[config.mk]
export PLATFORM = sky130hd
export DESIGN_NAME = reor_top
export DESIGN_NICKNAME = d
export VERILOG_FILES = /design/src/verilog/reor_pkg.sv /design/src/verilog/reor_rail_gate.sv /design/src/verilog/reor_top.sv
export SDC_FILE = /design/constraint.sdc
export NUM_CORES = 1
export LEC_CHECK = 0
export BUFFER_PORTS_ARGS = -buffer_cell sky130_fd_sc_hd__buf_2
export CORE_MARGIN = 2
export CORE_UTILIZATION = 51
export DETAILED_ROUTE_END_ITERATION = 8
export PLACE_DENSITY = 0.76
export SETUP_SLACK_MARGIN = 0.1
export SLEW_MARGIN = 40
export SYNTH_ARGS = -nofsm -noshare
export SYNTH_HDL_FRONTEND = slang
export SYNTH_HIERARCHICAL = 1
export SYNTH_SLANG_ARGS = --single-unit
[constraint.sdc]
create_clock -name clk -period 2.45 [get_ports clk]
set_clock_uncertainty 0.1 [all_clocks]
set_input_delay 0.6125 -clock clk [delete_from_list [all_inputs] [get_ports clk]]
set_output_delay 0.6125 -clock clk [all_outputs]
set_load 0.01 [all_outputs]
[src/verilog/reor_pkg.sv]
// Package: register map, field positions, reset values and the serial port state codes
package reor_pkg;

    // ==========================================================
    // Register offsets on the serial register port
    localparam logic [7:0] OFS_OVERRIDE_A  = 8'hA0;
    localparam logic [7:0] OFS_OVERRIDE_B  = 8'hA1;
    localparam logic [7:0] OFS_FAULT_MASK  = 8'hA2;

    // ==========================================================
    // Values held before the factory settings are loaded, and the read value of unmapped offsets
    localparam logic [7:0] RST_OVERRIDE_A  = 8'h00;
    localparam logic [7:0] RST_OVERRIDE_B  = 8'h00;
    localparam logic [7:0] RST_FAULT_MASK  = 8'h00;
    localparam logic [7:0] RST_READ_DATA   = 8'h00;

    // ==========================================================
    // Rail numbering used on every rail vector of the block
    localparam int NUM_RAILS        = 12;
    localparam int NUM_MASKED_RAILS = 8;
    localparam int NUM_GPO          = 4;
    localparam int RAIL_STEP_DOWN1  = 0;   // Step-down rails 1..6 sit at 0..5
    localparam int RAIL_SWITCH_A1   = 6;
    localparam int RAIL_LDO_TWO     = 7;
    localparam int RAIL_LDO_THREE   = 8;
    localparam int RAIL_SWITCH_B1   = 9;
    localparam int RAIL_SWITCH_B2   = 10;
    localparam int RAIL_TERM_LDO    = 11;

    // ==========================================================
    // Field positions in the second override register
    localparam int OVB_FORCE_LSB    = 0;   // Force bits for rails 8..11
    localparam int OVB_FORCE_W      = 4;
    localparam int OVB_LEVEL_LSB    = 4;   // Levels of outputs 1..4
    localparam int GPO_OPEN_DRAIN_ONLY = 3; // Output 4, index 3

    // ==========================================================
    // Serial target addressing and counts
    localparam logic [6:0] TARGET_ADDR_DEFAULT = 7'h5E; // Arbitrary value
    localparam logic [3:0] BITS_PER_BYTE       = 4'h8;

    typedef enum logic [3:0] {
        ST_IDLE   = 4'b0000,
        ST_ADDR   = 4'b0001,
        ST_AACK   = 4'b0010,
        ST_REG    = 4'b0011,
        ST_RACKR  = 4'b0100,
        ST_WDATA  = 4'b0101,
        ST_WACK   = 4'b0110,
        ST_RDATA  = 4'b0111,
        ST_MACK   = 4'b1000
    } reor_state_type;

endpackage

[src/verilog/reor_rail_gate.sv]
// Module: per-rail enable gating and fault shutdown request
`timescale 1ns/1ps

module reor_rail_gate
(
    input  wire logic                               clk,
    input  wire logic                               rst_n,
    input  wire logic [reor_pkg::NUM_RAILS-1:0]     force_on,
    input  wire logic [reor_pkg::NUM_RAILS-1:0]     rail_kill_n,
    input  wire logic [reor_pkg::NUM_RAILS-1:0]     seq_request,
    input  wire logic [reor_pkg::NUM_MASKED_RAILS-1:0] fault_ignore,
    input  wire logic [reor_pkg::NUM_MASKED_RAILS-1:0] rail_fault,
    output logic      [reor_pkg::NUM_RAILS-1:0]     rail_enable,
    output logic                                    shutdown_req
);

    // ==========================================================
    // Rail enables
    // One flop per rail keeps the enable glitch-free toward the regulator
    genvar i;
    generate
        for (i = 0; i < reor_pkg::NUM_RAILS; i = i + 1)
        begin : g_rail
            always_ff @(posedge clk or negedge rst_n)
            begin
                if (!rst_n)
                    rail_enable[i] <= 1'b0;
                else // Kill wins over force; force ORs with pin request
                    rail_enable[i] <= rail_kill_n[i] & (force_on[i] | seq_request[i]);
            end
        end
    endgenerate

    // ==========================================================
    // Shutdown request from any fault that is not ignored
    always_ff @(posedge clk or negedge rst_n)
    begin
        if (!rst_n)
            shutdown_req <= 1'b0;
        else
            shutdown_req <= |(rail_fault & ~fault_ignore);
    end

endmodule // reor_rail_gate

[src/verilog/reor_top.sv]
// Module: rail enable override, output level and fault mask registers behind a serial target
// Notes on behaviour
// - The first override register at 0xA0 holds force bits for ldo two, switch A1, step-down 6..1.
// - With its force bit clear a rail follows only its control pin or power-good sequencing request.
// - With its force bit set a rail is on whatever its request, unless its kill bit is zero.
// - The register at 0xA1 holds force bits for termination ldo, switch B2, switch B1, ldo three.
// - Bits 7..4 of 0xA1 set outputs 4..1, only where the pin is configured as an output.
// - A level of zero drives the configured output low; a level of one drives a push-pull output high and leaves an open-drain one floating.
// - Output 4 is open-drain only; outputs 3..1 may be open-drain or push-pull.
// - Level bits of outputs 4 and 3 may be unused and then have no effect.
// - The fault mask register at 0xA2 covers ldo two, switch A1, step-down 6..1, all read/write.
// - Override, level and mask registers take their values from the factory settings.
// - A kill bit of zero turns its rail off regardless of pin state and force bit.
// - A rail's fault causes shutdown only while its mask bit is zero.
`timescale 1ns/1ps

module reor_top
#(
    parameter logic [6:0] TARGET_ADDR = reor_pkg::TARGET_ADDR_DEFAULT
)
(
    input  wire logic                                  clk,
    input  wire logic                                  rst_n,
    input  wire logic                                  scl_in,
    input  wire logic                                  sda_in,
    output logic                                       sda_out,
    output logic                                       sda_oe,
    input  wire logic                                  otp_load,
    input  wire logic [7:0]                            otp_override_a,
    input  wire logic [7:0]                            otp_override_b,
    input  wire logic [7:0]                            otp_fault_mask,
    input  wire logic [reor_pkg::NUM_RAILS-1:0]        rail_kill_n,
    input  wire logic [reor_pkg::NUM_RAILS-1:0]        seq_request_pin,
    input  wire logic [reor_pkg::NUM_GPO-1:0]          gpo_is_output,
    input  wire logic [reor_pkg::NUM_GPO-1:0]          gpo_push_pull,
    input  wire logic [reor_pkg::NUM_MASKED_RAILS-1:0] rail_fault,
    output logic      [reor_pkg::NUM_RAILS-1:0]        rail_enable,
    output logic                                       shutdown_req,
    output logic      [reor_pkg::NUM_GPO-1:0]          gpo_out,
    output logic      [reor_pkg::NUM_GPO-1:0]          gpo_oe
);

    logic [2:0]                             scl_sync_r;
    logic [2:0]                             sda_sync_r;
    logic [reor_pkg::NUM_RAILS-1:0]         req_meta_r;
    logic [reor_pkg::NUM_RAILS-1:0]         req_sync_r;
    logic                                   scl_rise;
    logic                                   scl_fall;
    logic                                   bus_start;
    logic                                   bus_stop;
    reor_pkg::reor_state_type               state_r;
    logic [3:0]                             bit_cnt_r;
    logic [7:0]                             shift_r;
    logic [7:0]                             rshift_r;
    logic [7:0]                             ptr_r;
    logic                                   rw_r;
    logic                                   nack_r;
    logic                                   wr_stb_r;
    logic [7:0]                             wr_data_r;
    logic [7:0]                             wr_addr_r;
    logic [7:0]                             override_a_r;
    logic [7:0]                             override_b_r;
    logic [7:0]                             fault_mask_r;
    logic [7:0]                             rd_data;
    logic [reor_pkg::NUM_RAILS-1:0]         force_on;
    logic [reor_pkg::NUM_GPO-1:0]           gpo_level;
    logic [reor_pkg::NUM_GPO-1:0]           gpo_is_pp;

    // ==========================================================
    // Pin synchronisers; bus pins use stages two and three, request pins two flops
    always_ff @(posedge clk or negedge rst_n)
    begin
        if (!rst_n)
        begin
            scl_sync_r <= 3'b111;
            sda_sync_r <= 3'b111;
            req_meta_r <= '0;
            req_sync_r <= '0;
            sda_out    <= 1'b0;
        end
        else
        begin
            scl_sync_r <= {scl_sync_r[1:0], scl_in};
            sda_sync_r <= {sda_sync_r[1:0], sda_in};
            req_meta_r <= seq_request_pin;
            req_sync_r <= req_meta_r;
            sda_out    <= 1'b0; // Open drain: the data line is only ever pulled low
        end
    end

    // Bus events from the settled samples
    assign scl_rise  = scl_sync_r[1] & ~scl_sync_r[2];
    assign scl_fall  = ~scl_sync_r[1] & scl_sync_r[2];
    assign bus_start = scl_sync_r[1] & scl_sync_r[2] & ~sda_sync_r[1] & sda_sync_r[2];
    assign bus_stop  = scl_sync_r[1] & scl_sync_r[2] & sda_sync_r[1] & ~sda_sync_r[2];

    // ==========================================================
    // Read mux; unmapped offsets read as zero
    always_comb
    begin
        case (ptr_r)
            reor_pkg::OFS_OVERRIDE_A: rd_data = override_a_r;
            reor_pkg::OFS_OVERRIDE_B: rd_data = override_b_r;
            reor_pkg::OFS_FAULT_MASK: rd_data = fault_mask_r;
            default:                  rd_data = reor_pkg::RST_READ_DATA;
        endcase
    end

    // ==========================================================
    // Serial target: address, register pointer, then data bytes
    // Pointer auto-increments so a burst can cover all three registers
    always_ff @(posedge clk or negedge rst_n)
    begin
        if (!rst_n)
        begin
            state_r   <= reor_pkg::ST_IDLE;
            bit_cnt_r <= 4'h0;
            shift_r   <= 8'h00;
            rshift_r  <= 8'h00;
            ptr_r     <= 8'h00;
            rw_r      <= 1'b0;
            nack_r    <= 1'b0;
            sda_oe    <= 1'b0;
            wr_stb_r  <= 1'b0;
            wr_data_r <= 8'h00;
            wr_addr_r <= 8'h00;
        end
        else
        begin
            wr_stb_r <= 1'b0;
            if (bus_start || bus_stop) // A start opens a frame, a stop closes it
            begin
                state_r   <= bus_start ? reor_pkg::ST_ADDR : reor_pkg::ST_IDLE;
                bit_cnt_r <= 4'h0;
                sda_oe    <= 1'b0;
            end
            else if (scl_rise)
            begin
                // Data is sampled while the clock is high
                case (state_r)
                    reor_pkg::ST_ADDR, reor_pkg::ST_REG, reor_pkg::ST_WDATA:
                    begin
                        shift_r   <= {shift_r[6:0], sda_sync_r[1]};
                        bit_cnt_r <= bit_cnt_r + 4'h1;
                    end
                    reor_pkg::ST_RDATA: bit_cnt_r <= bit_cnt_r + 4'h1;
                    reor_pkg::ST_MACK:  nack_r <= sda_sync_r[1];
                    default:            nack_r <= nack_r;
                endcase
            end
            else if (scl_fall)
            begin
                // The line only changes while the clock is low
                case (state_r)
                    reor_pkg::ST_ADDR:
                        if (bit_cnt_r == reor_pkg::BITS_PER_BYTE)
                        begin
                            if (shift_r[7:1] == TARGET_ADDR)
                            begin
                                rw_r    <= shift_r[0];
                                sda_oe  <= 1'b1;
                                state_r <= reor_pkg::ST_AACK;
                            end
                            else
                                state_r <= reor_pkg::ST_IDLE;
                        end
                    reor_pkg::ST_AACK:
                    begin
                        bit_cnt_r <= 4'h0;
                        if (rw_r)
                        begin
                            rshift_r <= {rd_data[6:0], 1'b0};
                            sda_oe   <= ~rd_data[7];
                            ptr_r    <= ptr_r + 8'h01;
                            state_r  <= reor_pkg::ST_RDATA;
                        end
                        else
                        begin
                            sda_oe  <= 1'b0;
                            state_r <= reor_pkg::ST_REG;
                        end
                    end
                    reor_pkg::ST_REG:
                        if (bit_cnt_r == reor_pkg::BITS_PER_BYTE)
                        begin
                            ptr_r   <= shift_r;
                            sda_oe  <= 1'b1;
                            state_r <= reor_pkg::ST_RACKR;
                        end
                    reor_pkg::ST_WDATA:
                        if (bit_cnt_r == reor_pkg::BITS_PER_BYTE)
                        begin
                            wr_stb_r  <= 1'b1;
                            wr_addr_r <= ptr_r;
                            wr_data_r <= shift_r;
                            ptr_r     <= ptr_r + 8'h01;
                            sda_oe    <= 1'b1;
                            state_r   <= reor_pkg::ST_WACK;
                        end
                    reor_pkg::ST_RACKR, reor_pkg::ST_WACK:
                    begin
                        bit_cnt_r <= 4'h0;
                        sda_oe    <= 1'b0;
                        state_r   <= reor_pkg::ST_WDATA;
                    end
                    reor_pkg::ST_RDATA:
                        if (bit_cnt_r == reor_pkg::BITS_PER_BYTE)
                        begin
                            sda_oe  <= 1'b0;
                            state_r <= reor_pkg::ST_MACK;
                        end
                        else
                        begin
                            sda_oe   <= ~rshift_r[7];
                            rshift_r <= {rshift_r[6:0], 1'b0};
                        end
                    reor_pkg::ST_MACK:
                        if (nack_r)
                            state_r <= reor_pkg::ST_IDLE;
                        else
                        begin
                            bit_cnt_r <= 4'h0;
                            rshift_r  <= {rd_data[6:0], 1'b0};
                            sda_oe    <= ~rd_data[7];
                            ptr_r     <= ptr_r + 8'h01;
                            state_r   <= reor_pkg::ST_RDATA;
                        end
                    default: state_r <= reor_pkg::ST_IDLE;
                endcase
            end
        end
    end

    // ==========================================================
    // Register bank; factory load takes priority over a host write
    always_ff @(posedge clk or negedge rst_n)
    begin
        if (!rst_n)
        begin
            override_a_r <= reor_pkg::RST_OVERRIDE_A;
            override_b_r <= reor_pkg::RST_OVERRIDE_B;
            fault_mask_r <= reor_pkg::RST_FAULT_MASK;
        end
        else if (otp_load)
        begin
            override_a_r <= otp_override_a;
            override_b_r <= otp_override_b;
            fault_mask_r <= otp_fault_mask;
        end
        else if (wr_stb_r) // Unmapped offsets swallow the write
            case (wr_addr_r)
                reor_pkg::OFS_OVERRIDE_A: override_a_r <= wr_data_r;
                reor_pkg::OFS_OVERRIDE_B: override_b_r <= wr_data_r;
                reor_pkg::OFS_FAULT_MASK: fault_mask_r <= wr_data_r;
                default:                  fault_mask_r <= fault_mask_r;
            endcase
    end

    // ==========================================================
    // Force vector in rail order and general-purpose output fields
    assign force_on  = {override_b_r[reor_pkg::OVB_FORCE_LSB +: reor_pkg::OVB_FORCE_W],
                        override_a_r};
    assign gpo_level = override_b_r[reor_pkg::OVB_LEVEL_LSB +: reor_pkg::NUM_GPO];
    // Output 4 can never drive high actively
    assign gpo_is_pp = gpo_push_pull & ~(4'b0001 << reor_pkg::GPO_OPEN_DRAIN_ONLY);

    // ==========================================================
    // General-purpose outputs; unconfigured pins float, so unused levels do nothing
    always_ff @(posedge clk or negedge rst_n)
    begin
        if (!rst_n)
        begin
            gpo_out <= '0;
            gpo_oe  <= '0;
        end
        else
        begin
            gpo_out <= gpo_level & gpo_is_pp & gpo_is_output;
            gpo_oe  <= gpo_is_output & (gpo_is_pp | ~gpo_level);
        end
    end

    // ==========================================================
    // Rail gating and shutdown
    reor_rail_gate u_rail_gate
    (
        .clk          (clk),
        .rst_n        (rst_n),
        .force_on     (force_on),
        .rail_kill_n  (rail_kill_n),
        .seq_request  (req_sync_r),
        .fault_ignore (fault_mask_r),
        .rail_fault   (rail_fault),
        .rail_enable  (rail_enable),
        .shutdown_req (shutdown_req)
    );
endmodule // reor_top

* Word-level counts from Yosys, hierarchy flattened
Index checks and enable logic that the tools add are counted.
** Word-level totals
- Flip-flop bits (word level) :: 127
- Input bits :: 69
** Operators by class
- Mux-type cells :: 52
- Reduce and logical (&&, ||, !) cells :: 29
- Bitwise operators :: 46
- Eq/ne operators :: 31
- Add/subtract/negate cells :: 2
** Operators by type and width (number)
- 8-bit 2-to-1 mux :: 16
- 8-bit == test (second input constant) :: 6
- 4-bit 2-to-1 mux :: 12
- 8-bit case mux with 3 select lines :: 2
- 8-bit case mux with 4 select lines :: 1
- 4-bit case mux with 7 select lines :: 1
- 1-bit AND :: 19
- 3-bit != test (second input constant) :: 6
- 4-bit by 3-bit == test with 1-bit output (second input constant) :: 4
- 1-bit 2-to-1 mux :: 15
- 7-bit AND reduction :: 2
- 1-bit OR :: 12
- 6-bit AND reduction :: 2
- 2-bit != test (second input constant) :: 5
- 2-bit nonzero test :: 5
- 8-bit by 1-bit adder with 8-bit output (second input constant) :: 1
- 4-bit AND :: 2
- 8-bit AND :: 1
- 4-bit by 2-bit == test with 1-bit output (second input constant) :: 2
- 4-bit == test (second input constant) :: 2
- 1-bit inverter :: 8
- 8-bit inverter :: 1
- 4-bit case mux with 2 select lines :: 1
- 8-bit AND reduction :: 1
- 25 further kinds :: 33

* Logic depth before layout (Yosys ltp)
- Depth after elaboration :: 8
- Depth in mapped cells :: 8
- Depth with buffers taken out :: 7

* Modules after synthesis
Netlist, hierarchy kept.
** By module, submodules not included
- reor_top :: sequential area each 2810.2 um2, times used 1, cells an instance 435, area each 5001.0 um2
- reor_rail_gate :: sequential area each 325.3 um2, times used 1, cells an instance 38, area each 478.0 um2

* Least setup slack after synthesis
No wires, ideal clock.
- Kind :: reg2reg
- From :: reg scl_sync_r[2]
- To :: reg wr_addr_r[5]
- Slack :: 0.144 ns
- Data required time :: 2.222 ns
- Path buffers :: 2
- Arrival time :: 2.078 ns
- Cell stages (with the launch flop) :: 9
- Cells stage by stage :: dfstp_2 inv_1 ha_1 nand2b_1 a21oi_1 and4_1 buf_2 buf_2 mux2_1
** On the way
- Word-level cells in the longest chain between the ends :: 6
- Elaborated cells on any way between the ends :: 12
- Classes of those cells :: 10 x bitwise; 2 x reduce/logical
** Ends and longest elaborated chain
- from (decl) :: RTL line reor_top.sv:43 : logic [2:0] scl_sync_r;
- from (signal assigned) :: RTL line reor_top.sv:83 : scl_sync_r <= {scl_sync_r[1:0], scl_in};
- 1-bit AND :: RTL line reor_top.sv:94, reor_top.sv:95
- 1-bit AND, on equally long branches (2 in series) :: RTL line reor_top.sv:94, reor_top.sv:95
- 1-bit logical OR :: RTL line reor_top.sv:131 : if (bus_start || bus_stop)
- 1-bit inverter (no source line)
- 5-bit AND reduction (no source line) *
- to (signal assigned) :: RTL line reor_top.sv:194 : wr_addr_r <= ptr_r;
- to (decl) :: RTL line reor_top.sv:60 : logic [7:0] wr_addr_r;
Mark *: on every way between the ends. The rest lies on a longest branch, timed or not.
A chain may end at the register's enable or synchronous reset.

* Worst setup path after layout
- From :: reg bit_cnt_r[0]
- To :: reg ptr_r[5]
** On the way
- Word-level cells in the longest chain between the ends :: 3
- Elaborated cells on any way between the ends :: 4
- Classes of those cells :: 3 x eq/ne; 1 x reduce/logical
** Ends and longest elaborated chain
- from (decl) :: RTL line reor_top.sv:52 : logic [3:0] bit_cnt_r;
- from (signal assigned) :: RTL line reor_top.sv:144 : bit_cnt_r <= bit_cnt_r + 4'h1;
- from (signal assigned) :: RTL line reor_top.sv:146 : reor_pkg::ST_RDATA: bit_cnt_r <= bit_cnt_r + 4'h1;
- 4-bit == test * :: RTL line reor_top.sv:184, reor_top.sv:191
- 2-bit != test (no source line)
- 8-bit AND reduction (no source line) *
- to (signal assigned) :: RTL line reor_top.sv:174 : ptr_r <= ptr_r + 8'h01;
- to (signal assigned) :: RTL line reor_top.sv:186 : ptr_r <= shift_r;
- to (signal assigned) :: RTL line reor_top.sv:196 : ptr_r <= ptr_r + 8'h01;
- to (decl) :: RTL line reor_top.sv:55 : logic [7:0] ptr_r;
Marks and branches as above.

==> implementation parameters <==
Parameter                              Value

Outcome
  Outcome    finished clean

Timing
  Pin slew with the least headroom to its limit    0.723 ns
  Max-slew violation count    0
  Final-layout setup total negative slack    0 ns
  Setup Viol. Count Final    0
  Final Hold Viols    0
  Min cycle time layout    2.23 ns
  Final period utilization    0.908
  FMAX    449 MHz
  Post-layout worst setup margin    0.224 ns
  Worst max-slew margin expressed relative to the limit    0.518
  RSZ-0062 raised after global routing    no

GRT
  Number of global-route vias before repair    4334
  Antenna violations before repair    0
  Grt total ovfl    0
  Aggregate global-route resource usage    0.234
  Global-route wire length before repair    20900 um
  Pin count of the biggest net entering global routing    56

Critical path
  Worst flop-to-flop path endpoint    ptr_r[5]
  CP delay by family, top    simple AND/OR/NAND/NOR gates
  Worst R2R Start    bit_cnt_r[0]
  Critical Path Max Stage Delay    0.42 ns
  Data required time at the worst endpoint    2.75 ns
  Critical Path, Cell by Cell    inv_1 -> ha_1 -> nand3b_1 -> nor4_2 -> a21oi_1 -> buf_4 -> or2_1 -> o22a_1
  Crit. End Element    register
  Critical Path Slowest Stage Cell    sky130_fd_sc_hd__dfrtp_1
  Crit Path Max Fanout    10
  Startpoint of the most critical setup path    bit_cnt_r[0]
  Buffers plus inverters on the worst setup path    2
  Arrival time reported for the critical path endpoint    2.53 ns
  Reg2Reg Depth    8
  Kind of critical path    register to register
  Startpoint kind of the worst setup timing path    register
  Flop-to-flop setup slack    0.22 ns

Drt
  Drt first pass iters    4
  DR vias    4140
  Number of DRC violations after detailed routing    0
  Total wirelength of the detailed-routed design    12400 um
  Drt wl/cell    16.9 um
  Detail-routed via count per cell    5.66
  Remaining antenna violation count    0
  Drt first-iter violations    186

Floorplanning
  Std cell rows    37
  Std-Cell Core Area    10400 um2
  Effective utilization at floorplan    0.528
  Die area    11600 um2
  Die outline height    108 um
  Horiz. Die Dim    108 um
  Top-level port count    92

Synthesis
  EDFF count, synth    0
  Yosys cell types    64
  Sequential element share of the synthesized area    0.572
  Average cell area after synthesis    11.6 um2
  Ys async rst share    1.00
  Area contributors post-synth    sky130_fd_sc_hd__dfrtp_1, sky130_fd_sc_hd__mux2_2, sky130_fd_sc_hd__mux2i_1, sky130_fd_sc_hd__o21ai_0, sky130_fd_sc_hd__dfstp_2
  Biggest area consumer among synthesized cells    sky130_fd_sc_hd__dfrtp_1
  #FFs+latches synth    125
  Most used flip-flop cell after synthesis    sky130_fd_sc_hd__dfrtp_1
  Yosys synthesis warning count    6
  Cell count after synthesis    473
  Area share of the largest cell type after synthesis    0.544
  Top cells by instance count after synthesis    sky130_fd_sc_hd__dfrtp_1, sky130_fd_sc_hd__nand2_1, sky130_fd_sc_hd__o21ai_0
  Area of the mapped netlist    5480 um2
  Most frequent cell after synthesis    sky130_fd_sc_hd__dfrtp_1

Clocking
  Total clock buffers created by CTS    17
  Clk sinks    125
  CTS tree    built
  Clock slew seen by the registers of the worst setup and hold paths    0.06 ns
  Clock Root Buffer    sky130_fd_sc_hd__clkbuf_8
  Number of H-tree levels    4
  Bufs on Longest Clock Path    2
  Clock latency on the worst-skew pair    0.53 ns

Power and ir drop
  Final total power    5560 uW
  Total power density per cell area    811 nW/um2
  Max rail drop VDD    0.647 mV
  P_leak    0.00338 uW

Finish
  Proportion of layout cells with a drive suffix above 1    0.309
  Final antenna diode count    0
  Final nets    660
  Post-route cell area    6850 um2
  Layout overhead on the synthesized area    25.1%

Min path
  Hold Crit Endpoint    req_meta_r[3]
  Hold_sp    seq_request_pin[3]
  Worst hold path class    primary input to register
  Hold Path Depth    1

Placement
  DP Area    6170 um2
  Estimated wirelength of the detail-placed design    8520 um
  Number of I/O port buffers    88
  Final estimated routing congestion in global placement    0.889
  Pre-CTS WS    0.198 ns

Flow run
  Count of max-cap constraint violations    0
## placed cells by master (no fill, tap or decap), types with 3 or more instances in the layout
cell,n
sky130_fd_sc_hd__clkbuf_16,16
sky130_fd_sc_hd__and2_1,4
sky130_fd_sc_hd__and3_1,6
sky130_fd_sc_hd__nor2_1,17
sky130_fd_sc_hd__nand3b_1,4
sky130_fd_sc_hd__a222oi_1,8
sky130_fd_sc_hd__a2bb2oi_1,4
sky130_fd_sc_hd__a31oi_1,5
sky130_fd_sc_hd__buf_2,87
sky130_fd_sc_hd__nor3_1,11
sky130_fd_sc_hd__o21a_1,12
sky130_fd_sc_hd__nand2_1,40
sky130_fd_sc_hd__o21bai_1,3
sky130_fd_sc_hd__inv_1,20
sky130_fd_sc_hd__nand3_1,9
sky130_fd_sc_hd__o21ai_1,10
sky130_fd_sc_hd__and4_1,3
sky130_fd_sc_hd__o21ai_0,33
sky130_fd_sc_hd__mux2_1,9
sky130_fd_sc_hd__dfstp_2,6
sky130_fd_sc_hd__nor2b_1,3
sky130_fd_sc_hd__mux2i_1,27
sky130_fd_sc_hd__o22ai_1,7
sky130_fd_sc_hd__mux2_2,26
sky130_fd_sc_hd__ha_1,9
sky130_fd_sc_hd__clkbuf_8,3
sky130_fd_sc_hd__buf_4,22
sky130_fd_sc_hd__a21oi_1,8
sky130_fd_sc_hd__bufinv_16,5
sky130_fd_sc_hd__dfrtp_1,118
sky130_fd_sc_hd__nand4_1,3
sky130_fd_sc_hd__a21boi_0,3
sky130_fd_sc_hd__clkinvlp_4,4
## power by group
part / switching, uW / total, uW / internal (uW)
Combinational: 226 / 434 / 208
Clock: 927 / 2740 / 1810
Sequential: 161 / 2380 / 2220
Total: 1310 / 5560 / 4250
## through the flow
step                      hold WS (ns)  utilization  cells
after global routing            0.0649        0.661    731
final                           0.0803        0.661    731
after global placement           0.231        0.595    697
after floorplan                  0.217            -    474
after CTS                       0.0567        0.659    730
after detailed placement         0.235        0.595    697
## worst max path at each step
| stage | to | slack (ns) | cells past startpoint |
|---|---|---|---|
| after global routing | ptr_r[5] | 0.11 | 8 |
| after floorplan | wr_addr_r[5] | 0.14 | 8 |
| final | ptr_r[5] | 0.22 | 8 |
| after global placement | wr_addr_r[0] | 0.21 | 7 |
| after CTS | wr_data_r[4] | 0.16 | 7 |
| after detailed placement | wr_addr_r[3] | 0.20 | 7 |
## routing by layer
metal | up-vias | wire length, um | global-route usage
met5 | - | 0 | 0
met4 | 0 | 243 | 0.0971
met3 | 26 | 705 | 0.0605
met2 | 158 | 6110 | 0.377
met1 | 2030 | 5300 | 0.303
li1 | 1926 | - | -
## flip-flops by register name, indices dropped and copies added, names as in the netlist, 7 cells and up
register,count
override_b_r,8
ptr_r,8
override_a_r,8
u_rail_gate/rail_enable,12
wr_data_r,8
fault_mask_r,8
shift_r,8
req_sync_r,12
rshift_r,7
req_meta_r,12
wr_addr_r,8
## area by class of cell
type	instances	area, um2
multi-input combinational	307	2190
tap	136	170
fill	789	3520
clock inverter	13	211
timing repair buffer	111	631
sequential	125	3140
inverter	20	75.1
clock buffer	19	442
## what timing repair did
| action | 4_1_cts | 5_1_grt |
|---|---|---|
| gates resized for setup | 0 | 4 |
| setup buffers | 0 | 1 |
| hold buffers | 1 | 0 |
| endpoints found under the setup margin | 0 | 23 |
| endpoints found under the hold margin | 25 | 0 |
## logic make-up after synthesis
family / count (synthesis) / share of synthesized area
compound gates: 109 / 0.130
xor+xnor: 2 / 0.00320
fa+ha+maj: 9 / 0.0206
buf+inv: 42 / 0.0324
flops: 125 / 0.572
mux: 62 / 0.121
other cells: 1 / 0.000684
simple gates: 123 / 0.119
Power figures use the tool's default switching activity.
